--- src/rtl/cls_pkg.sv ---
package cls_pkg;
	// cluster geometry
	localparam int NSLICE = 4;
	localparam int LUT_IN = 4;
	localparam int TBL_W  = 16;
	localparam int ADDR_W = 8;
	localparam int CTL_W  = 17;
	// register map: per-slice block at slice index times the stride
	localparam logic [3:0] OFF_TBL_FIRST  = 4'h0;
	localparam logic [3:0] OFF_TBL_SECOND = 4'h4;
	localparam logic [3:0] OFF_CTL        = 4'h8;
	localparam logic [7:0] OFF_GLOBAL     = 8'h40;
	localparam logic [7:0] OFF_STATUS     = 8'h44;
	localparam int SLC_LSB = 4;
	localparam int RGN_LSB = 6;
	localparam logic [1:0] RGN_SLICE = 2'h0;
	// control register fields
	localparam int CTL_MODE_FIRST  = 0;
	localparam int CTL_MODE_SECOND = 2;
	localparam int CTL_LATCH       = 4;
	localparam int CTL_DSEL_FIRST  = 5;
	localparam int CTL_DSEL_SECOND = 6;
	localparam int CTL_SETS_TO_ONE = 7;
	localparam int CTL_POWER_UP_ONE = 8;
	localparam int CTL_INIT_INDEP  = 9;
	localparam int CTL_SYNC_SR     = 10;
	localparam int CTL_SR_USED     = 11;
	localparam int CTL_CE_USED     = 12;
	localparam int CTL_CLK_INV     = 13;
	localparam int CTL_CE_INV      = 14;
	localparam int CTL_SR_INV      = 15;
	localparam int CTL_CHAIN       = 16;
	localparam int GLB_INIT        = 0;
	localparam logic [CTL_W-1:0] CTL_RESET = 17'h00400;
	localparam logic [TBL_W-1:0] TBL_RESET = 16'h0000;
	// axi responses
	localparam logic [1:0] RESP_OKAY   = 2'h0;
	localparam logic [1:0] RESP_SLVERR = 2'h2;
	// function generator modes
	typedef enum logic [1:0] {
		FG_LUT   = 2'h0,
		FG_RAM   = 2'h1,
		FG_SHIFT = 2'h2
	} cls_fgmode_t;
endpackage : cls_pkg

--- src/rtl/cls_cluster.sv ---
`timescale 1ns/1ps
module cls_cluster
	import cls_pkg::*;
(
	// clock, freeze and reset
	input  wire logic                 mclk,
	input  wire logic                 mclkEn,
	input  wire logic                 nrst,
	// axi4-lite write address and data
	input  wire logic [ADDR_W-1:0]    s_axi_awaddr,
	input  wire logic                 s_axi_awvalid,
	output logic                      s_axi_awready,
	input  wire logic [31:0]          s_axi_wdata,
	input  wire logic [3:0]           s_axi_wstrb,
	input  wire logic                 s_axi_wvalid,
	output logic                      s_axi_wready,
	// axi4-lite write response
	output logic [1:0]                s_axi_bresp,
	output logic                      s_axi_bvalid,
	input  wire logic                 s_axi_bready,
	// axi4-lite read
	input  wire logic [ADDR_W-1:0]    s_axi_araddr,
	input  wire logic                 s_axi_arvalid,
	output logic                      s_axi_arready,
	output logic [31:0]               s_axi_rdata,
	output logic [1:0]                s_axi_rresp,
	output logic                      s_axi_rvalid,
	input  wire logic                 s_axi_rready,
	// fabric inputs, four bits per slice for the generator inputs
	input  wire logic [4*NSLICE-1:0]  lutInFirst,
	input  wire logic [4*NSLICE-1:0]  lutInSecond,
	input  wire logic [NSLICE-1:0]    directInputFirst,
	input  wire logic [NSLICE-1:0]    directInputSecond,
	input  wire logic [NSLICE-1:0]    sliceClk,
	input  wire logic [NSLICE-1:0]    sliceCe,
	input  wire logic [NSLICE-1:0]    sliceSetReset,
	// chains entering the cluster
	input  wire logic [1:0]           carryIn,
	input  wire logic                 shiftIn,
	input  wire logic                 wideIn,
	// fabric outputs
	output logic [NSLICE-1:0]         lutOutFirst,
	output logic [NSLICE-1:0]         lutOutSecond,
	output logic [NSLICE-1:0]         sumOutFirst,
	output logic [NSLICE-1:0]         sumOutSecond,
	output logic [NSLICE-1:0]         storeOutFirst,
	output logic [NSLICE-1:0]         storeOutSecond,
	output logic [NSLICE-1:0]         wideMuxFive,
	output logic [NSLICE-1:0]         wideMuxUpper,
	output logic [1:0]                carryOut,
	output logic                      shiftOut
);

	// byte-lane merge for register writes
	function automatic logic [31:0] mergeStrb(input logic [31:0] old, input logic [31:0] dat,
		input logic [3:0] strb);
		logic [31:0] res;
		res = old;
		for (int b = 0; b < 4; b++)
		begin
			if (strb[b])
				res[8*b +: 8] = dat[8*b +: 8];
		end
		return res;
	endfunction : mergeStrb

	// configuration and generator contents
	logic [CTL_W-1:0] ctl_q   [NSLICE];   // per-slice control
	logic [TBL_W-1:0] tblF_q  [NSLICE];   // first generator contents
	logic [TBL_W-1:0] tblG_q  [NSLICE];   // second generator contents
	logic [1:0]       store_q [NSLICE];   // {second, first} storage
	logic [NSLICE:0]  shiftLink;          // shift chain through slices
	logic [NSLICE-1:0] carryMid;          // carry between generators
	logic [NSLICE-1:0] carryInSlice;      // carry into each slice
	logic [1:0]        lowCarry;          // carry out of the lower slice per column

	// write channel state
	logic              awHave_q;          // address held
	logic [ADDR_W-1:0] awAddr_q;
	logic              wHave_q;           // data held
	logic [31:0]       wData_q;
	logic [3:0]        wStrb_q;
	logic              bValid_q;
	logic [1:0]        bResp_q;
	logic              wrFire;            // both halves present, apply now
	logic              wrInSlice;
	logic [1:0]        wrSlice;
	logic [3:0]        wrReg;
	logic              wrMapped;
	// read channel state
	logic              rValid_q;
	logic [31:0]       rData_q;
	logic [1:0]        rResp_q;
	logic [31:0]       rdWord;
	logic              rdMapped;
	// initialisation
	logic              initPend_q;        // loads initial state after reset
	logic              initLoad;

	// no new request while a response waits; freeze also stalls the bus
	assign s_axi_awready = mclkEn & ~awHave_q & ~bValid_q;
	assign s_axi_wready  = mclkEn & ~wHave_q & ~bValid_q;
	assign s_axi_bvalid  = bValid_q;
	assign s_axi_bresp   = bResp_q;
	assign s_axi_arready = mclkEn & ~rValid_q;
	assign s_axi_rvalid  = rValid_q;
	assign s_axi_rdata   = rData_q;
	assign s_axi_rresp   = rResp_q;

	// write decode on the held address
	assign wrFire    = awHave_q & wHave_q & ~bValid_q;
	assign wrInSlice = (awAddr_q[ADDR_W-1:RGN_LSB] == RGN_SLICE);
	assign wrSlice   = awAddr_q[RGN_LSB-1:SLC_LSB];
	assign wrReg     = awAddr_q[SLC_LSB-1:0];
	assign wrMapped  = (wrInSlice & (wrReg == OFF_TBL_FIRST | wrReg == OFF_TBL_SECOND | wrReg == OFF_CTL))
		| (awAddr_q == OFF_GLOBAL) | (awAddr_q == OFF_STATUS);

	// write channel: address and data taken in either order
	always_ff @(posedge mclk or negedge nrst)
	begin
		if (!nrst)
		begin
			awHave_q <= 1'b0;
			awAddr_q <= '0;
			wHave_q  <= 1'b0;
			wData_q  <= '0;
			wStrb_q  <= '0;
			bValid_q <= 1'b0;
			bResp_q  <= RESP_OKAY;
		end
		else if (mclkEn)
		begin
			if (s_axi_awvalid & s_axi_awready)
			begin
				awHave_q <= 1'b1;
				awAddr_q <= s_axi_awaddr;
			end
			if (s_axi_wvalid & s_axi_wready)
			begin
				wHave_q <= 1'b1;
				wData_q <= s_axi_wdata;
				wStrb_q <= s_axi_wstrb;
			end
			if (wrFire)
			begin
				awHave_q <= 1'b0;
				wHave_q  <= 1'b0;
				bValid_q <= 1'b1;
				bResp_q  <= wrMapped ? RESP_OKAY : RESP_SLVERR;
			end
			else if (bValid_q & s_axi_bready)
				bValid_q <= 1'b0;
		end
	end

	// read mux: tables read back live, so ram and shift contents show
	always_comb
	begin
		rdWord   = '0;
		rdMapped = 1'b1;
		if (s_axi_araddr[ADDR_W-1:RGN_LSB] == RGN_SLICE)
		begin
			unique case (s_axi_araddr[SLC_LSB-1:0])
				OFF_TBL_FIRST:  rdWord[TBL_W-1:0] = tblF_q[s_axi_araddr[RGN_LSB-1:SLC_LSB]];
				OFF_TBL_SECOND: rdWord[TBL_W-1:0] = tblG_q[s_axi_araddr[RGN_LSB-1:SLC_LSB]];
				OFF_CTL:        rdWord[CTL_W-1:0] = ctl_q[s_axi_araddr[RGN_LSB-1:SLC_LSB]];
				default:        rdMapped = 1'b0;
			endcase
		end
		else if (s_axi_araddr == OFF_STATUS)
		begin
			for (int k = 0; k < NSLICE; k++)
				rdWord[2*k +: 2] = store_q[k];
		end
		else if (s_axi_araddr != OFF_GLOBAL)
			rdMapped = 1'b0;
	end

	// read channel: data one cycle after the address is taken
	always_ff @(posedge mclk or negedge nrst)
	begin
		if (!nrst)
		begin
			rValid_q <= 1'b0;
			rData_q  <= '0;
			rResp_q  <= RESP_OKAY;
		end
		else if (mclkEn)
		begin
			if (s_axi_arvalid & s_axi_arready)
			begin
				rValid_q <= 1'b1;
				rData_q  <= rdWord;
				rResp_q  <= rdMapped ? RESP_OKAY : RESP_SLVERR;
			end
			else if (rValid_q & s_axi_rready)
				rValid_q <= 1'b0;
		end
	end

	// initial state is loaded after reset and on a global init write
	assign initLoad = initPend_q | (wrFire & (awAddr_q == OFF_GLOBAL) & wStrb_q[0] & wData_q[GLB_INIT]);

	// pending flag keeps reset itself constant-only
	always_ff @(posedge mclk or negedge nrst)
	begin
		if (!nrst)
			initPend_q <= 1'b1;
		else if (mclkEn)
			initPend_q <= 1'b0;
	end

	// chain ends: two columns of carry, one shift chain
	assign shiftLink[0]    = shiftIn;
	assign shiftOut        = shiftLink[NSLICE];
	assign carryInSlice[0] = carryIn[0];
	assign carryInSlice[1] = lowCarry[0];     // feeding the column's own output back would loop
	assign carryInSlice[2] = carryIn[1];
	assign carryInSlice[3] = lowCarry[1];

	genvar s;
	generate
		for (s = 0; s < NSLICE; s++)
		begin : g_slice
			logic [LUT_IN-1:0] idxF;
			logic [LUT_IN-1:0] idxG;
			logic        clkLvl;       // slice clock after polarity
			logic        clkLvl_q;
			logic        clkEdge;
			logic        ceAct;
			logic        srRaw;        // polarity-corrected set/reset
			logic        srAct;
			logic        byAct;
			logic        forceZero;
			logic        forceOne;
			logic        clockTime;    // edge for flops, level for latches
			logic        srTake;
			logic        initVal;
			logic        lutPathFirst;
			logic        lutPathSecond;
			logic [1:0]  dIn;
			logic        openGate;
			logic        shInF;
			logic        forceNow;     // force shows at the output this cycle
			cls_fgmode_t modeF;
			cls_fgmode_t modeG;

			assign idxF  = lutInFirst[4*s +: 4];
			assign idxG  = lutInSecond[4*s +: 4];
			assign modeF = cls_fgmode_t'(ctl_q[s][CTL_MODE_FIRST +: 2]);
			assign modeG = cls_fgmode_t'(ctl_q[s][CTL_MODE_SECOND +: 2]);

			// controls shared by both storage elements; clock, ce and set/reset each with its own inversion, bypass force uninverted
			assign clkLvl  = sliceClk[s] ^ ctl_q[s][CTL_CLK_INV];
			assign clkEdge = clkLvl & ~clkLvl_q;
			assign ceAct   = ~ctl_q[s][CTL_CE_USED] | (sliceCe[s] ^ ctl_q[s][CTL_CE_INV]);
			assign srRaw   = sliceSetReset[s] ^ ctl_q[s][CTL_SR_INV];
			assign srAct   = ctl_q[s][CTL_SR_USED] & srRaw;
			assign byAct   = ctl_q[s][CTL_SR_USED] & directInputSecond[s];
			// the sets-to-zero case is the clear attribute bit
			assign forceZero = ctl_q[s][CTL_SETS_TO_ONE] ? byAct : srAct;
			assign forceOne  = ctl_q[s][CTL_SETS_TO_ONE] ? srAct : byAct;
			assign clockTime = ctl_q[s][CTL_LATCH] ? clkLvl : clkEdge;
			assign srTake    = ~ctl_q[s][CTL_SYNC_SR] | clockTime;
			assign initVal   = ctl_q[s][CTL_INIT_INDEP] ? ctl_q[s][CTL_POWER_UP_ONE]
				: ctl_q[s][CTL_SETS_TO_ONE];

			// function generators: table lookup, delay same for any function
			assign lutOutFirst[s]  = tblF_q[s][idxF];
			assign lutOutSecond[s] = tblG_q[s][idxG];
			// five-input mux picks between the two generators
			assign wideMuxFive[s]  = directInputFirst[s] ? lutOutFirst[s] : lutOutSecond[s];
			// carry mux and dedicated xor per generator
			assign carryMid[s]     = lutOutFirst[s] ? carryInSlice[s] : directInputFirst[s];
			assign sumOutFirst[s]  = lutOutFirst[s] ^ carryInSlice[s];
			assign sumOutSecond[s] = lutOutSecond[s] ^ carryMid[s];

			// store data from generator path or bypass input
			assign lutPathFirst  = lutOutFirst[s];
			assign lutPathSecond = lutOutSecond[s];
			assign dIn[0] = ctl_q[s][CTL_DSEL_FIRST] ? directInputFirst[s] : lutPathFirst;
			assign dIn[1] = ctl_q[s][CTL_DSEL_SECOND] ? directInputSecond[s] : lutPathSecond;

			// latch outputs are transparent, async forces show at once
			assign openGate = ctl_q[s][CTL_LATCH] & clkLvl & ceAct;
			// a synchronous force on an open latch must not let the data through
			assign forceNow = ~ctl_q[s][CTL_SYNC_SR] | (ctl_q[s][CTL_LATCH] & clkLvl);
			always_comb
			begin
				if (forceNow & forceZero)
					{storeOutSecond[s], storeOutFirst[s]} = 2'h0;
				else if (forceNow & forceOne)
					{storeOutSecond[s], storeOutFirst[s]} = 2'h3;
				else if (openGate)
					{storeOutSecond[s], storeOutFirst[s]} = dIn;
				else
					{storeOutSecond[s], storeOutFirst[s]} = store_q[s];
			end

			// shift data enters from the previous slice when chained
			assign shInF            = ctl_q[s][CTL_CHAIN] ? shiftLink[s] : directInputFirst[s];
			assign shiftLink[s + 1] = tblG_q[s][TBL_W-1];

			// slice clock edge detect, fabric drives it on mclk
			always_ff @(posedge mclk or negedge nrst)
			begin
				if (!nrst)
					clkLvl_q <= 1'b0;
				else if (mclkEn)
					clkLvl_q <= clkLvl;
			end

			// control register
			always_ff @(posedge mclk or negedge nrst)
			begin
				if (!nrst)
					ctl_q[s] <= CTL_RESET;
				else if (mclkEn & wrFire & wrInSlice & (wrSlice == s) & (wrReg == OFF_CTL))
					ctl_q[s] <= CTL_W'(mergeStrb(32'(ctl_q[s]), wData_q, wStrb_q));
			end

			// storage pair: init, then reset-over-set, then data
			always_ff @(posedge mclk or negedge nrst)
			begin
				if (!nrst)
					store_q[s] <= 2'h0;
				else if (mclkEn)
				begin
					if (initLoad)
						store_q[s] <= {initVal, initVal};
					else if (srTake & forceZero)
						store_q[s] <= 2'h0;
					else if (srTake & forceOne)
						store_q[s] <= 2'h3;
					else if (ceAct & clockTime)
						store_q[s] <= dIn;
				end
			end

			// first generator: software load, ram write or shift
			always_ff @(posedge mclk or negedge nrst)
			begin
				if (!nrst)
					tblF_q[s] <= TBL_RESET;
				else if (mclkEn)
				begin
					if (wrFire & wrInSlice & (wrSlice == s) & (wrReg == OFF_TBL_FIRST))
						tblF_q[s] <= TBL_W'(mergeStrb(32'(tblF_q[s]), wData_q, wStrb_q));
					else if (clkEdge & ceAct)
					begin
						unique case (modeF)
							FG_RAM:   if (srRaw) tblF_q[s][idxF] <= directInputFirst[s];
							FG_SHIFT: tblF_q[s] <= {tblF_q[s][TBL_W-2:0], shInF};
							default:  ;
						endcase
					end
				end
			end

			// second generator: cascades from the first when shifting
			always_ff @(posedge mclk or negedge nrst)
			begin
				if (!nrst)
					tblG_q[s] <= TBL_RESET;
				else if (mclkEn)
				begin
					if (wrFire & wrInSlice & (wrSlice == s) & (wrReg == OFF_TBL_SECOND))
						tblG_q[s] <= TBL_W'(mergeStrb(32'(tblG_q[s]), wData_q, wStrb_q));
					else if (clkEdge & ceAct)
					begin
						unique case (modeG)
							FG_RAM:   if (srRaw) tblG_q[s][idxG] <= directInputSecond[s];
							FG_SHIFT: tblG_q[s] <= {tblG_q[s][TBL_W-2:0], tblF_q[s][TBL_W-1]};
							default:  ;
						endcase
					end
				end
			end
		end
	endgenerate

	// column carry outputs
	assign carryOut[0] = lutOutSecond[1] ? carryMid[1] : directInputSecond[1];
	assign carryOut[1] = lutOutSecond[3] ? carryMid[3] : directInputSecond[3];
	// carry out of the lower slice in each column, into the upper one
	assign lowCarry[0] = lutOutSecond[0] ? carryMid[0] : directInputSecond[0];
	assign lowCarry[1] = lutOutSecond[2] ? carryMid[2] : directInputSecond[2];

	// upper mux role set by slice position: six, seven, six, eight
	assign wideMuxUpper[0] = directInputSecond[0] ? wideMuxFive[0] : wideMuxFive[1];
	assign wideMuxUpper[2] = directInputSecond[2] ? wideMuxFive[2] : wideMuxFive[3];
	assign wideMuxUpper[1] = directInputSecond[1] ? wideMuxUpper[0] : wideMuxUpper[2];
	assign wideMuxUpper[3] = directInputSecond[3] ? wideMuxUpper[1] : wideIn;

endmodule : cls_cluster

--- config.mk ---
export PLATFORM = sky130hd
export DESIGN_NAME = cls_cluster
export DESIGN_NICKNAME = d
export VERILOG_FILES = /design/src/rtl/cls_pkg.sv /design/src/rtl/cls_cluster.sv
export SDC_FILE = /design/constraint.sdc
export NUM_CORES = 1
export LEC_CHECK = 0
export BUFFER_PORTS_ARGS = -buffer_cell sky130_fd_sc_hd__buf_2
export CORE_ASPECT_RATIO = 0.8
export CORE_MARGIN = 8
export CORE_UTILIZATION = 30
export CTS_BUF_LIST = sky130_fd_sc_hd__clkbuf_16
export DETAILED_ROUTE_END_ITERATION = 10
export GPL_TIMING_DRIVEN = 0
export PLACE_DENSITY = 0.5
export SYNTH_ARGS = -nofsm -noshare
export SYNTH_HDL_FRONTEND = slang
export SYNTH_SLANG_ARGS = --single-unit
--- constraint.sdc ---
create_clock -name mclk -period 3 [get_ports mclk]
set_input_delay 0 -clock mclk [delete_from_list [all_inputs] [get_ports mclk]]
set_output_delay 0 -clock mclk [all_outputs]
set_load 0.02 [all_outputs]
After elaboration in Yosys (flattened, before gate mapping)
Cells that the tools add are included.
{ "classes": {"n_eq_ne": 51, "muxes": 186, "add_sub_neg": 0, "magnitude_cmp": 17, "shifts": 0, "n_bitwise": 137, "n_reduce_logical": 78, "div": 0, "n_mul": 0} }
{ "op_table": {"columns": ["operator", "n"], "rows": [
  ["$mux W16", 28],
  ["$pmux W16 S2", 8],
  ["$bwmux W16", 8],
  ["$mux W1", 97],
  ["$and A1 B1 Y1", 83],
  ["$reduce_and A5 Y1", 16],
  ["$bmux W16 S2", 2],
  ["$pmux W16 S3", 1],
  ["$reduce_and A2 Y1", 24],
  ["$lt A4 B5 Y1 const B", 8],
  ["$mux W2", 18],
  ["$bmux W17 S2", 1],
  ["$mux W17", 2],
  ["$bmux W1 S4", 8],
  ["$demux W1 S4", 8],
  ["$ge A4 B1 Y1 const B", 8],
  ["$mux W8", 4],
  ["$ne A2 B2 Y1 const B", 16],
  ["$eq A8 B7 Y1 const B", 3],
  ["$ne A3 B3 Y1 const B", 8],
  ["$reduce_bool A2 Y1", 12],
  ["$reduce_bool A3 Y1", 8],
  ["$eq A2 B2 Y1 const B", 10],
  ["$xor A1 B1 Y1", 20],
  ["14 further kinds", 68]
]} }
{ "word_totals": {"word_cells": 516, "register_bits": 262, "in_bits": 116, "mem_count": 0, "rom_bits": 0, "ramBits": 0, "latchBits": 0} }

Longest topological paths before layout
Gate-level depths: netlist (run 1).
{ "depth": {"word_depth": 9, "depth_mapped": 9, "mapped_depth_nobuf": 8} }

Worst setup path after synthesis (run 1)
Ideal clock, no wire load.
{ "synth_path": {"path_kind": "register -> register", "startpoint": "register bValid_q, in the netlist s_axi_bvalid", "endpoint": "register tblG_q[16] in the netlist's numbering", "path_buffers": 3, "path_stages_with_launch": 10, "arrival_time_ps": 2417, "slack_ps": 458, "period_less_slack_ps": 2542, "cell_sequence": "dfrtp_1 -> nand4bb_1 -> buf_2 -> or4b_1 -> buf_2 -> nor2_2 -> nor2_1 -> buf_2 -> a21oi_1 -> mux2_2"} }
{ "synth_via": {"elab_chain_len": 7, "elab_cells_between_ends": 11, "cone_classes": "2 x eq/ne; 1 x mux; 5 x bitwise; 3 x reduce/logical"} }
{ "synth_lines": {"columns": ["element", "line", "source"], "rows": [
  ["from (decl)", "cls_cluster.sv:83", "logic bValid_q;"],
  ["from (signal assigned)", "cls_cluster.sv:128", "bValid_q <= 1'b0;"],
  ["from (signal assigned)", "cls_cluster.sv:148", "bValid_q <= 1'b1;"],
  ["from (signal assigned)", "cls_cluster.sv:152", "bValid_q <= 1'b0;"],
  ["$not A1 Y1 (*)", "cls_cluster.sv:111", "assign wrFire = awHave_q & wHave_q & ~bValid_q;"],
  ["$and A1 B1 Y1 (*)", "cls_cluster.sv:111", null],
  ["$and A1 B1 Y1 (*) (3 in series)", "cls_cluster.sv:367", "if (wrFire & wrInSlice & (wrSlice == s) & (wrReg == OFF_TBL_SECOND))"],
  ["$ne A3 B3 Y1 (no source line) (tied with other cells)", null, null],
  ["$reduce_and A5 Y1 (no source line)", null, null],
  ["to (signal, indexed assignment)", "cls_cluster.sv:368", "tblG_q[s] <= TBL_W'(mergeStrb(32'(tblG_q[s]), wData_q, wStrb_q));"],
  ["to (signal, indexed assignment)", "cls_cluster.sv:372", "FG_RAM: if (srRaw) tblG_q[s][idxG] <= directInputSecond[s];"],
  ["to (signal, indexed assignment)", "cls_cluster.sv:373", "FG_SHIFT: tblG_q[s] <= {tblG_q[s][TBL_W-2:0], tblF_q[s][TBL_W-1]};"],
  ["to (decl)", "cls_cluster.sv:70", "logic [TBL_W-1:0] tblG_q [NSLICE];"]
]} }
Mark *: on every way between the ends. The rest lies on a longest branch, timed or not.
A chain may end at the register's enable or synchronous reset.

Worst setup path in the final report (run 1)
{ "layout_path": {"startpoint": "register tblF_q[31] in the netlist's numbering", "endpoint": "output wideMuxUpper[1]"} }
{ "layout_via": {"elab_chain_len": 5} }
{ "layout_lines": {"columns": ["element", "line", "source"], "rows": [
  ["from (decl)", "cls_cluster.sv:69", "logic [TBL_W-1:0] tblF_q [NSLICE];"],
  ["from (signal, indexed assignment)", "cls_cluster.sv:348", "tblF_q[s] <= TBL_W'(mergeStrb(32'(tblF_q[s]), wData_q, wStrb_q));"],
  ["from (signal, indexed assignment)", "cls_cluster.sv:352", "FG_RAM: if (srRaw) tblF_q[s][idxF] <= directInputFirst[s];"],
  ["from (signal, indexed assignment)", "cls_cluster.sv:353", "FG_SHIFT: tblF_q[s] <= {tblF_q[s][TBL_W-2:0], shInF};"],
  ["$bmux W1 S4", "cls_cluster.sv:269", "assign lutOutFirst[s] = tblF_q[s][idxF];"],
  ["$mux W1 (not written as such)", "cls_cluster.sv:269", null],
  ["$mux W1", "cls_cluster.sv:272", "assign wideMuxFive[s] = directInputFirst[s] ? lutOutFirst[s] : lutOutSecond[s];"],
  ["$mux W1", "cls_cluster.sv:391", "assign wideMuxUpper[2] = directInputSecond[2] ? wideMuxFive[2] : wideMuxFive[3];"],
  ["$mux W1", "cls_cluster.sv:392", "assign wideMuxUpper[1] = directInputSecond[1] ? wideMuxUpper[0] : wideMuxUpper[2];"],
  ["to (decl)", "cls_cluster.sv:49", "output logic [NSLICE-1:0] wideMuxUpper,"]
]} }
No other way between the ends. The select of a mux whose other input is x is not followed.

==> summary.md, run 1 <==
| Metric | Value |
|---|---|
| DR WL/cell | `27.6 um` |
| Initial antenna violation count | `5` |
| Num CTS Buffers | `34` |
| Final clock skew | `0.0295 ns` |
| Unrepaired setup endpoints after global routing | `true` |
| Power per cell area | `549 mW/mm^2` |
| Total Die Area | `0.0704 mm^2` |
| Max Clock Freq | `0.335 GHz` |
| Sw Pwr | `4.98 mW` |
| Setup violators final | `0` |
| GRT Total Usage | `23.6%` |
| Worst reg2reg path depth | `8` |
| Leakage power | `8.92 nW` |
| RR Endpoint | `tblG_q[35]` |
| Crit path DAT | `2.99 ns` |
| Sequential share of power | `37.1%` |
| Number of global-route vias before repair | `17500` |
| Proportion of layout cells with a drive suffix above 1 | `28.6%` |
| Worst r2r src | `awAddr_q[3]` |
| Pre-CTS setup slack | `-0.437 ns` |
| Via-to-Cell Ratio | `5.84` |
| Commonest non-fill, non-tap cell in the layout | `nand2_1` |
| CTS H-Tree Depth | `2` |
| Design Power | `12.3 mW` |
| Area Overhead vs Synth | `20.8%` |
| Kind of critical path | `reg2out` |
| Final WS setup | `0.0133 ns` |
| CTS Buffer Depth | `3` |
| Clock transition at path regs | `0.06 ns` |
| Core footprint | `0.0612 mm^2` |
| First-pass GRT wire length | `124000 um` |
| Failing checks | `max-capacitance violations, max-slew violations` |
| Gate Count Post-Synth | `1981` |
| Post-DP HPWL | `64800 um` |
| Die height | `239 um` |
| Post-Synthesis Cell Area | `0.0186 mm^2` |
| HP Start | `lutInFirst[14]` |
| Hold Path Sink | `tblF_q[3]` |
| Register bit count reported by yosys | `260` |
| Total number of vias | `18100` |
| Crit path capture type | `output port` |
| Routed WL | `85800 um` |
| CTS root buffer | `clkbuf_16` |
| Crit path required time | `3.00 ns` |
| Initial Util | `30.4%` |
| Pins Over Slew Limit | `21` |
| Cell area after layout | `0.0225 mm^2` |
| Clock network power share | `34.2%` |
| Gpl congestion | `0.980` |
| Int Pwr | `7.36 mW` |
| Clk_lat worst skew | `0.57 ns` |
| Clk sinks | `260` |
| Warning count from the yosys run | `0` |
| CP Launch Type | `flop` |
| Syn avg cell area | `9.40 um^2` |
| Status | `finished, violations left` |
| Flop2flop setup slack | `0.10 ns` |
| Core Util, Final | `36.8%` |
| Placement Cell Area | `0.0205 mm^2` |
| Ys flop type | `dfrtp_1` |
| Nets | `2367` |
| Worst Max-Slew Pin Slew | `1.56 ns` |
| Minimum clock period | `2.99 ns` |
| Period utilisation layout | `99.6%` |
| Remaining Overflow, GRT | `0` |
| Cell variety after synth | `75` |
| Most frequent cells in the layout | `nand2_1 (255), dfrtp_1 (245), mux2_2 (212)` |
| Post-synth EDFFs | `0` |
| # rows | `81` |
| Switching share of power | `40.4%` |
| Ys async rst share | `100%` |
| Combinational Power Share | `28.7%` |
| # IOs | `192` |
| Hold Path Class | `in2reg` |
| Sequential share of the synthesized area | `35.0%` |
| DRC Markers | `0` |
| Setup_tns | `0 ns` |
| 1st-pass router iterations | `6` |
| Die Wd | `295 um` |
| Hold depth | `5` |
| First DRT Iteration DRCs | `2318` |
| TritonCTS clock tree | `done` |
| Max-slew headroom | `-4.19%` |
| Routed Antenna Nets | `0` |
| Hold Fails Final Rpt | `0` |
| Largest net degree at the start of global routing | `107` |
| Number of buffers added on ports | `145` |
| CP max FO | `4` |
| Max-cap violations | `2` |
| Max VDD drop | `0.351 mV` |
==> worst max-delay path by stage <==
| stage | from | to | cells past startpoint |
|---|---|---|---|
| 2_1_floorplan | s_axi_bvalid | tblG_q[16] | 9 |
| 3_3_place_gp | nrst | tblF_q[19] | 1 |
| 3_5_place_dp | s_axi_bvalid | tblF_q[17] | 7 |
| 4_1_cts | tblF_q[31] | wideMuxUpper[1] | 7 |
| 5_1_grt | tblF_q[62] | sumOutSecond[1] | 8 |
| 6_report | tblF_q[31] | wideMuxUpper[1] | 7 |
==> registers in the layout, indices dropped and copies added, names as in the netlist, 3 cells and up <==
name and count:
shiftLink 3, awAddr_q 8, ctl_q 68, tblF_q 64, s_axi_rdata 17, store_q 8
tblG_q 60, g_slice.clkLvl_q 4, wData_q 17, wStrb_q 3
==> power groups by stage <==
stage               clock network (mW)  logic (mW)  registers [mW]
finish                            4.22        3.54            4.58
global route                      4.39        3.69            4.61
CTS                               4.28        3.42            4.55
detailed placement                   0        3.33            4.60
global placement                     0        3.30            4.60
floorplan                            0        1.80            4.25
==> logic make-up (layout without fill, tap and decap cells) <==
logic type / after synthesis / count (layout) / share of synthesized area [%]
flip-flops: 260 / 260 / 35.0
buffers and inverters: 209 / 484 / 4.96
adder cells (fa/ha/maj): 4 / 4 / 0.269
other: 1 / 19 / 0.0201
AND/OR/NAND/NOR: 574 / 574 / 14.7
multiplexers: 336 / 336 / 25.0
AO/OA/AOI/OAI: 575 / 575 / 19.1
XOR/XNOR: 22 / 22 / 1.03
==> metal layers <==
metal	up-vias	wire length [um]	GRT usage, %
met5	-	32	0
met4	4	3360	9.21
met3	182	8970	6.43
met2	1028	35800	33.7
met1	9115	37600	33.5
li1	7799	-	-
==> critical path, stage by stage, from the launching register on <==
cell and delay (ns):
dfrtp_1 0.51, mux4_2 0.32, a22o_1 0.25, o21ai_4 0.10, and2_2 0.23, a211oi_1 0.57, mux2_4 0.29, buf_2 0.17
==> cells in the mapped netlist (8+ instances only) <==
cell      count  area share, %
a21oi_1     196            5.3
nor3_1       25           0.67
and2_1       21           0.71
a211oi_1     14           0.56
o22ai_1      11           0.37
mux2_2      213             13
a22o_1        9           0.42
nand2_1     257            5.2
buf_2        26           0.70
clkbuf_1    101            2.0
dfrtp_1     255             34
nand2b_1     23           0.77
a22oi_1     116            4.7
mux2i_1      32            1.7
inv_1        32           0.65
nor2b_1      60            2.0
o21ai_0     145            3.9
mux2_1       10           0.60
o21ai_1       8           0.22
buf_4        28            1.1
buf_1        21           0.42
nand3_1      39            1.0
xnor2_1      14           0.66
nor2_1       94            1.9
xor2_1        8           0.38
mux4_2       81            9.8
==> timing repair <==
action,in CTS,in global routing
pin swaps,5,11
hold buffers,42,0
setup endpoints to repair,46,78
setup buffers,10,17
hold endpoints to repair,146,0
resized for setup,40,28
==> final cells by class <==
class,count,area [um^2]
fillers,6298,38700
multi-input cells,1528,11500
flip-flops and latches,260,6530
repair buffers,216,1420
well taps,830,1040
clock buffers,34,851
plain buffers,175,798
clock inverters,27,246
inverters,32,120
diodes,2,5.00
==> per-stage QoR <==
stage / hold slack, ns / cells
floorplan: -0.296 / 1997
global placement: 0.233 / 2972
detailed placement: 0.143 / 2974
CTS: 0.0252 / 3085
global route: 0.0754 / 3103
finish: 0.0343 / 3104
(Power assumes the default switching activity.)
==> inputs of run 2 (changes only) <==
SETUP_SLACK_MARGIN = 0.05   (was not set)
==> run 2 against run 1 <==
  * The flow still finishes with violations (max-capacitance violations, max-slew violations)
  * Sequential cell count unchanged
  * Setup slack better by 0.041 ns
  * Sequential share of layout area down 0.16 points
  * Clock power about the same
  * Cell count up 0.32%
  * Highest routed layer unchanged
  * Combinational power about the same
  * Worst hold slack worse by 0.0021 ns
  * Sequential power about the same
  * Routed wire length up 0.21%
==> summary.md, run 2 (synthesis results as in run 1) <==
| Metric | Value |
|---|---|
| Status | `finished, violations left` |
| Failing checks | `max-capacitance violations, max-slew violations` |
| Total Die Area | `0.0704 mm^2 (unchanged)` |
| Number of global-route vias before repair | `17500 (-0.11%)` |
| Via-to-Cell Ratio | `5.82 (-0.29%)` |
| CTS Buffer Depth | `3 (unchanged)` |
| Period utilisation layout | `98.2% (-1.4 points)` |
| CP Launch Type | `flop` |
| CP max FO | `4 (unchanged)` |
| Minimum clock period | `2.95 ns (-0.0414 ns)` |
| Area Overhead vs Synth | `21.6%` |
| Hold WS | `0.0322 ns (-0.00212 ns)` |
| Worst r2r src | `s_axi_bvalid` |
| Final clock skew | `0.0276 ns (-0.00186 ns)` |
| Largest net degree at the start of global routing | `107 (unchanged)` |
| Slowest stage delay, CP | `0.51 ns (-0.06 ns)` |
| # IOs | `192 (unchanged)` |
| Gpl congestion | `0.980 (unchanged)` |
| Die height | `239 um (unchanged)` |
| Critical Path Start | `tblF_q[55]` |
| Filler Cell Count | `6296 (-0.032%)` |
| Num CTS Buffers | `34 (unchanged)` |
| DR WL/cell | `27.6 um (-0.11%)` |
| Die Wd | `295 um (unchanged)` |
| DRC Markers | `0 (unchanged)` |
| Initial antenna violation count | `4 (-1)` |
| Commonest non-fill, non-tap cell in the layout | `nand2_1` |
| Largest register FFs | `68 (unchanged)` |
| Setup violators final | `0 (unchanged)` |
| Largest registers | `ctl_q (68), tblF_q (64), tblG_q (60)` |
| First-pass GRT wire length | `124000 um (+0.16%)` |
| Clk_lat worst skew | `0.57 ns (about the same)` |
| Proportion of layout cells with a drive suffix above 1 | `29.3% (+0.69 points)` |
| Register with the highest flop count | `ctl_q` |
| Max-cap violations | `2 (unchanged)` |
| Routed WL | `86000 um (+0.21%)` |
| Leakage power | `8.99 nW (+0.78%)` |
| Most frequent cells in the layout | `nand2_1 (255), dfrtp_1 (241), mux2_2 (212)` |
| 1st-pass router iterations | `8 (+2)` |
| Core Util, Final | `37.0% (+0.23 points)` |
| Kind of critical path | `reg2out` |
| Total number of vias | `18100 (+0.028%)` |
| CTS root buffer | `clkbuf_16` |
| Clock transition at path regs | `0.06 ns (about the same)` |
| First DRT Iteration DRCs | `2359 (+1.8%)` |
| Clk sinks | `260 (unchanged)` |
| Crit path required time | `3.00 ns (about the same)` |
| HP Start | `lutInFirst[14]` |
| Routed Antenna Nets | `0 (unchanged)` |
| Power per cell area | `546 mW/mm^2 (-0.45%)` |
| Post-DP HPWL | `64800 um (unchanged)` |
| CTS H-Tree Depth | `2 (unchanged)` |
| Initial Util | `30.4% (unchanged)` |
| Max Clock Freq | `0.340 GHz (+1.4%)` |
| Crit path capture type | `output port` |
| Crit path DAT | `2.95 ns (-0.04 ns)` |
| Max-slew headroom | `-5.25% (-1.1 points)` |
| Hold Path Class | `in2reg` |
| # rows | `81 (unchanged)` |
| Unrepaired setup endpoints after global routing | `true` |
| Critical-path top delay cell | `mux4_2` |
| Core footprint | `0.0612 mm^2 (unchanged)` |
| Hold Fails Final Rpt | `0 (unchanged)` |
| TritonCTS clock tree | `done` |
| GRT Total Usage | `23.7% (+0.046 points)` |
| Number of buffers added on ports | `145 (unchanged)` |
| Critical path, cell by cell | `mux4_2 > a22o_4 > or2_4 > mux2i_4 > a211oi_4 > a311o_1 > buf_6` |
| Nets | `2375 (+0.34%)` |
| Remaining Overflow, GRT | `0 (unchanged)` |
| Pins Over Slew Limit | `22 (+4.8%)` |
| Max VDD drop | `0.351 mV (about the same)` |
| Worst Max-Slew Pin Slew | `1.58 ns (+0.0159 ns)` |
## run 2: through the flow
step | cells | instance area (um^2) | total power [mW] | setup slack (ns) | TNS (ns)
2_1_floorplan | 1997 | 18700 | 6.05 | 0.458 | 0
3_3_place_gp | 2972 | 20400 | 7.90 | -3.32 | -848.90
3_5_place_dp | 2974 | 20500 | 7.93 | -0.437 | -9.81
4_1_cts | 3089 | 22300 | 12.3 | -0.0223 | -0.0223
5_1_grt | 3111 | 22600 | 12.7 | 0.00457 | 0
6_report | 3114 | 22600 | 12.4 | 0.0547 | 0
## run 2: final cells by class
cell class	count	area [um^2]	area share, %
antenna	4	10.0	0.0442
buffer	175	801	3.54
clock buffer	34	851	3.76
clock inverter	27	246	1.09
inverter	32	120	0.530
multi-input combinational	1528	11500	50.9
sequential	260	6530	28.8
tap	830	1040	4.59
timing repair buffer	224	1510	6.69
## run 2: report_power, final
part	switching [mW]	internal [mW]	leakage [nW]
Clock	1.79	2.42	0.546
Combinational	2.50	1.07	5.02
Sequential	0.697	3.88	3.43
## run 2: worst paths after layout
| path | end | slack [ns] | cells after the start |
|---|---|---|---|
| worst max-delay path | wideMuxUpper[3] | 0.05 | 7 |
| worst min-delay path | tblF_q[3] | 0.03 | 5 |
| worst max register to register | tblF_q[15] | 0.13 | 8 |
| worst min register to register | s_axi_rdata[0] | 0.48 | 2 |
| max in group asynchronous | tblF_q[23] | 1.56 | 4 |
| min in group asynchronous | g_slice[0].clkLvl_q | 0.07 | 2 |
## run 2: critical path, delay by kind of cell, from the launching register on
kind,cells,cell delay (ns)
buffers and inverters,1,0.14
muxes,2,0.71
and+or+nand+nor,1,0.26
DFF,1,0.41
AOI/OAI and AO/OA,3,0.86
## run 2: layer usage
layer | vias up | wire, um | track usage [%]
met2 | 1008 | 35800 | 33.8
met3 | 189 | 9100 | 6.75
met4 | 4 | 3520 | 9.11
met5 | - | 55 | 0
li1 | 7823 | - | -
met1 | 9109 | 37500 | 33.5
## run 2: repair_timing
item / 4_1_cts / 5_1_grt
pin swaps: 7 / 13
setup buffers: 14 / 21
hold buffers: 42 / 0
gates resized for setup: 48 / 40
setup endpoints to repair: 51 / 83
hold endpoints to repair: 146 / 0
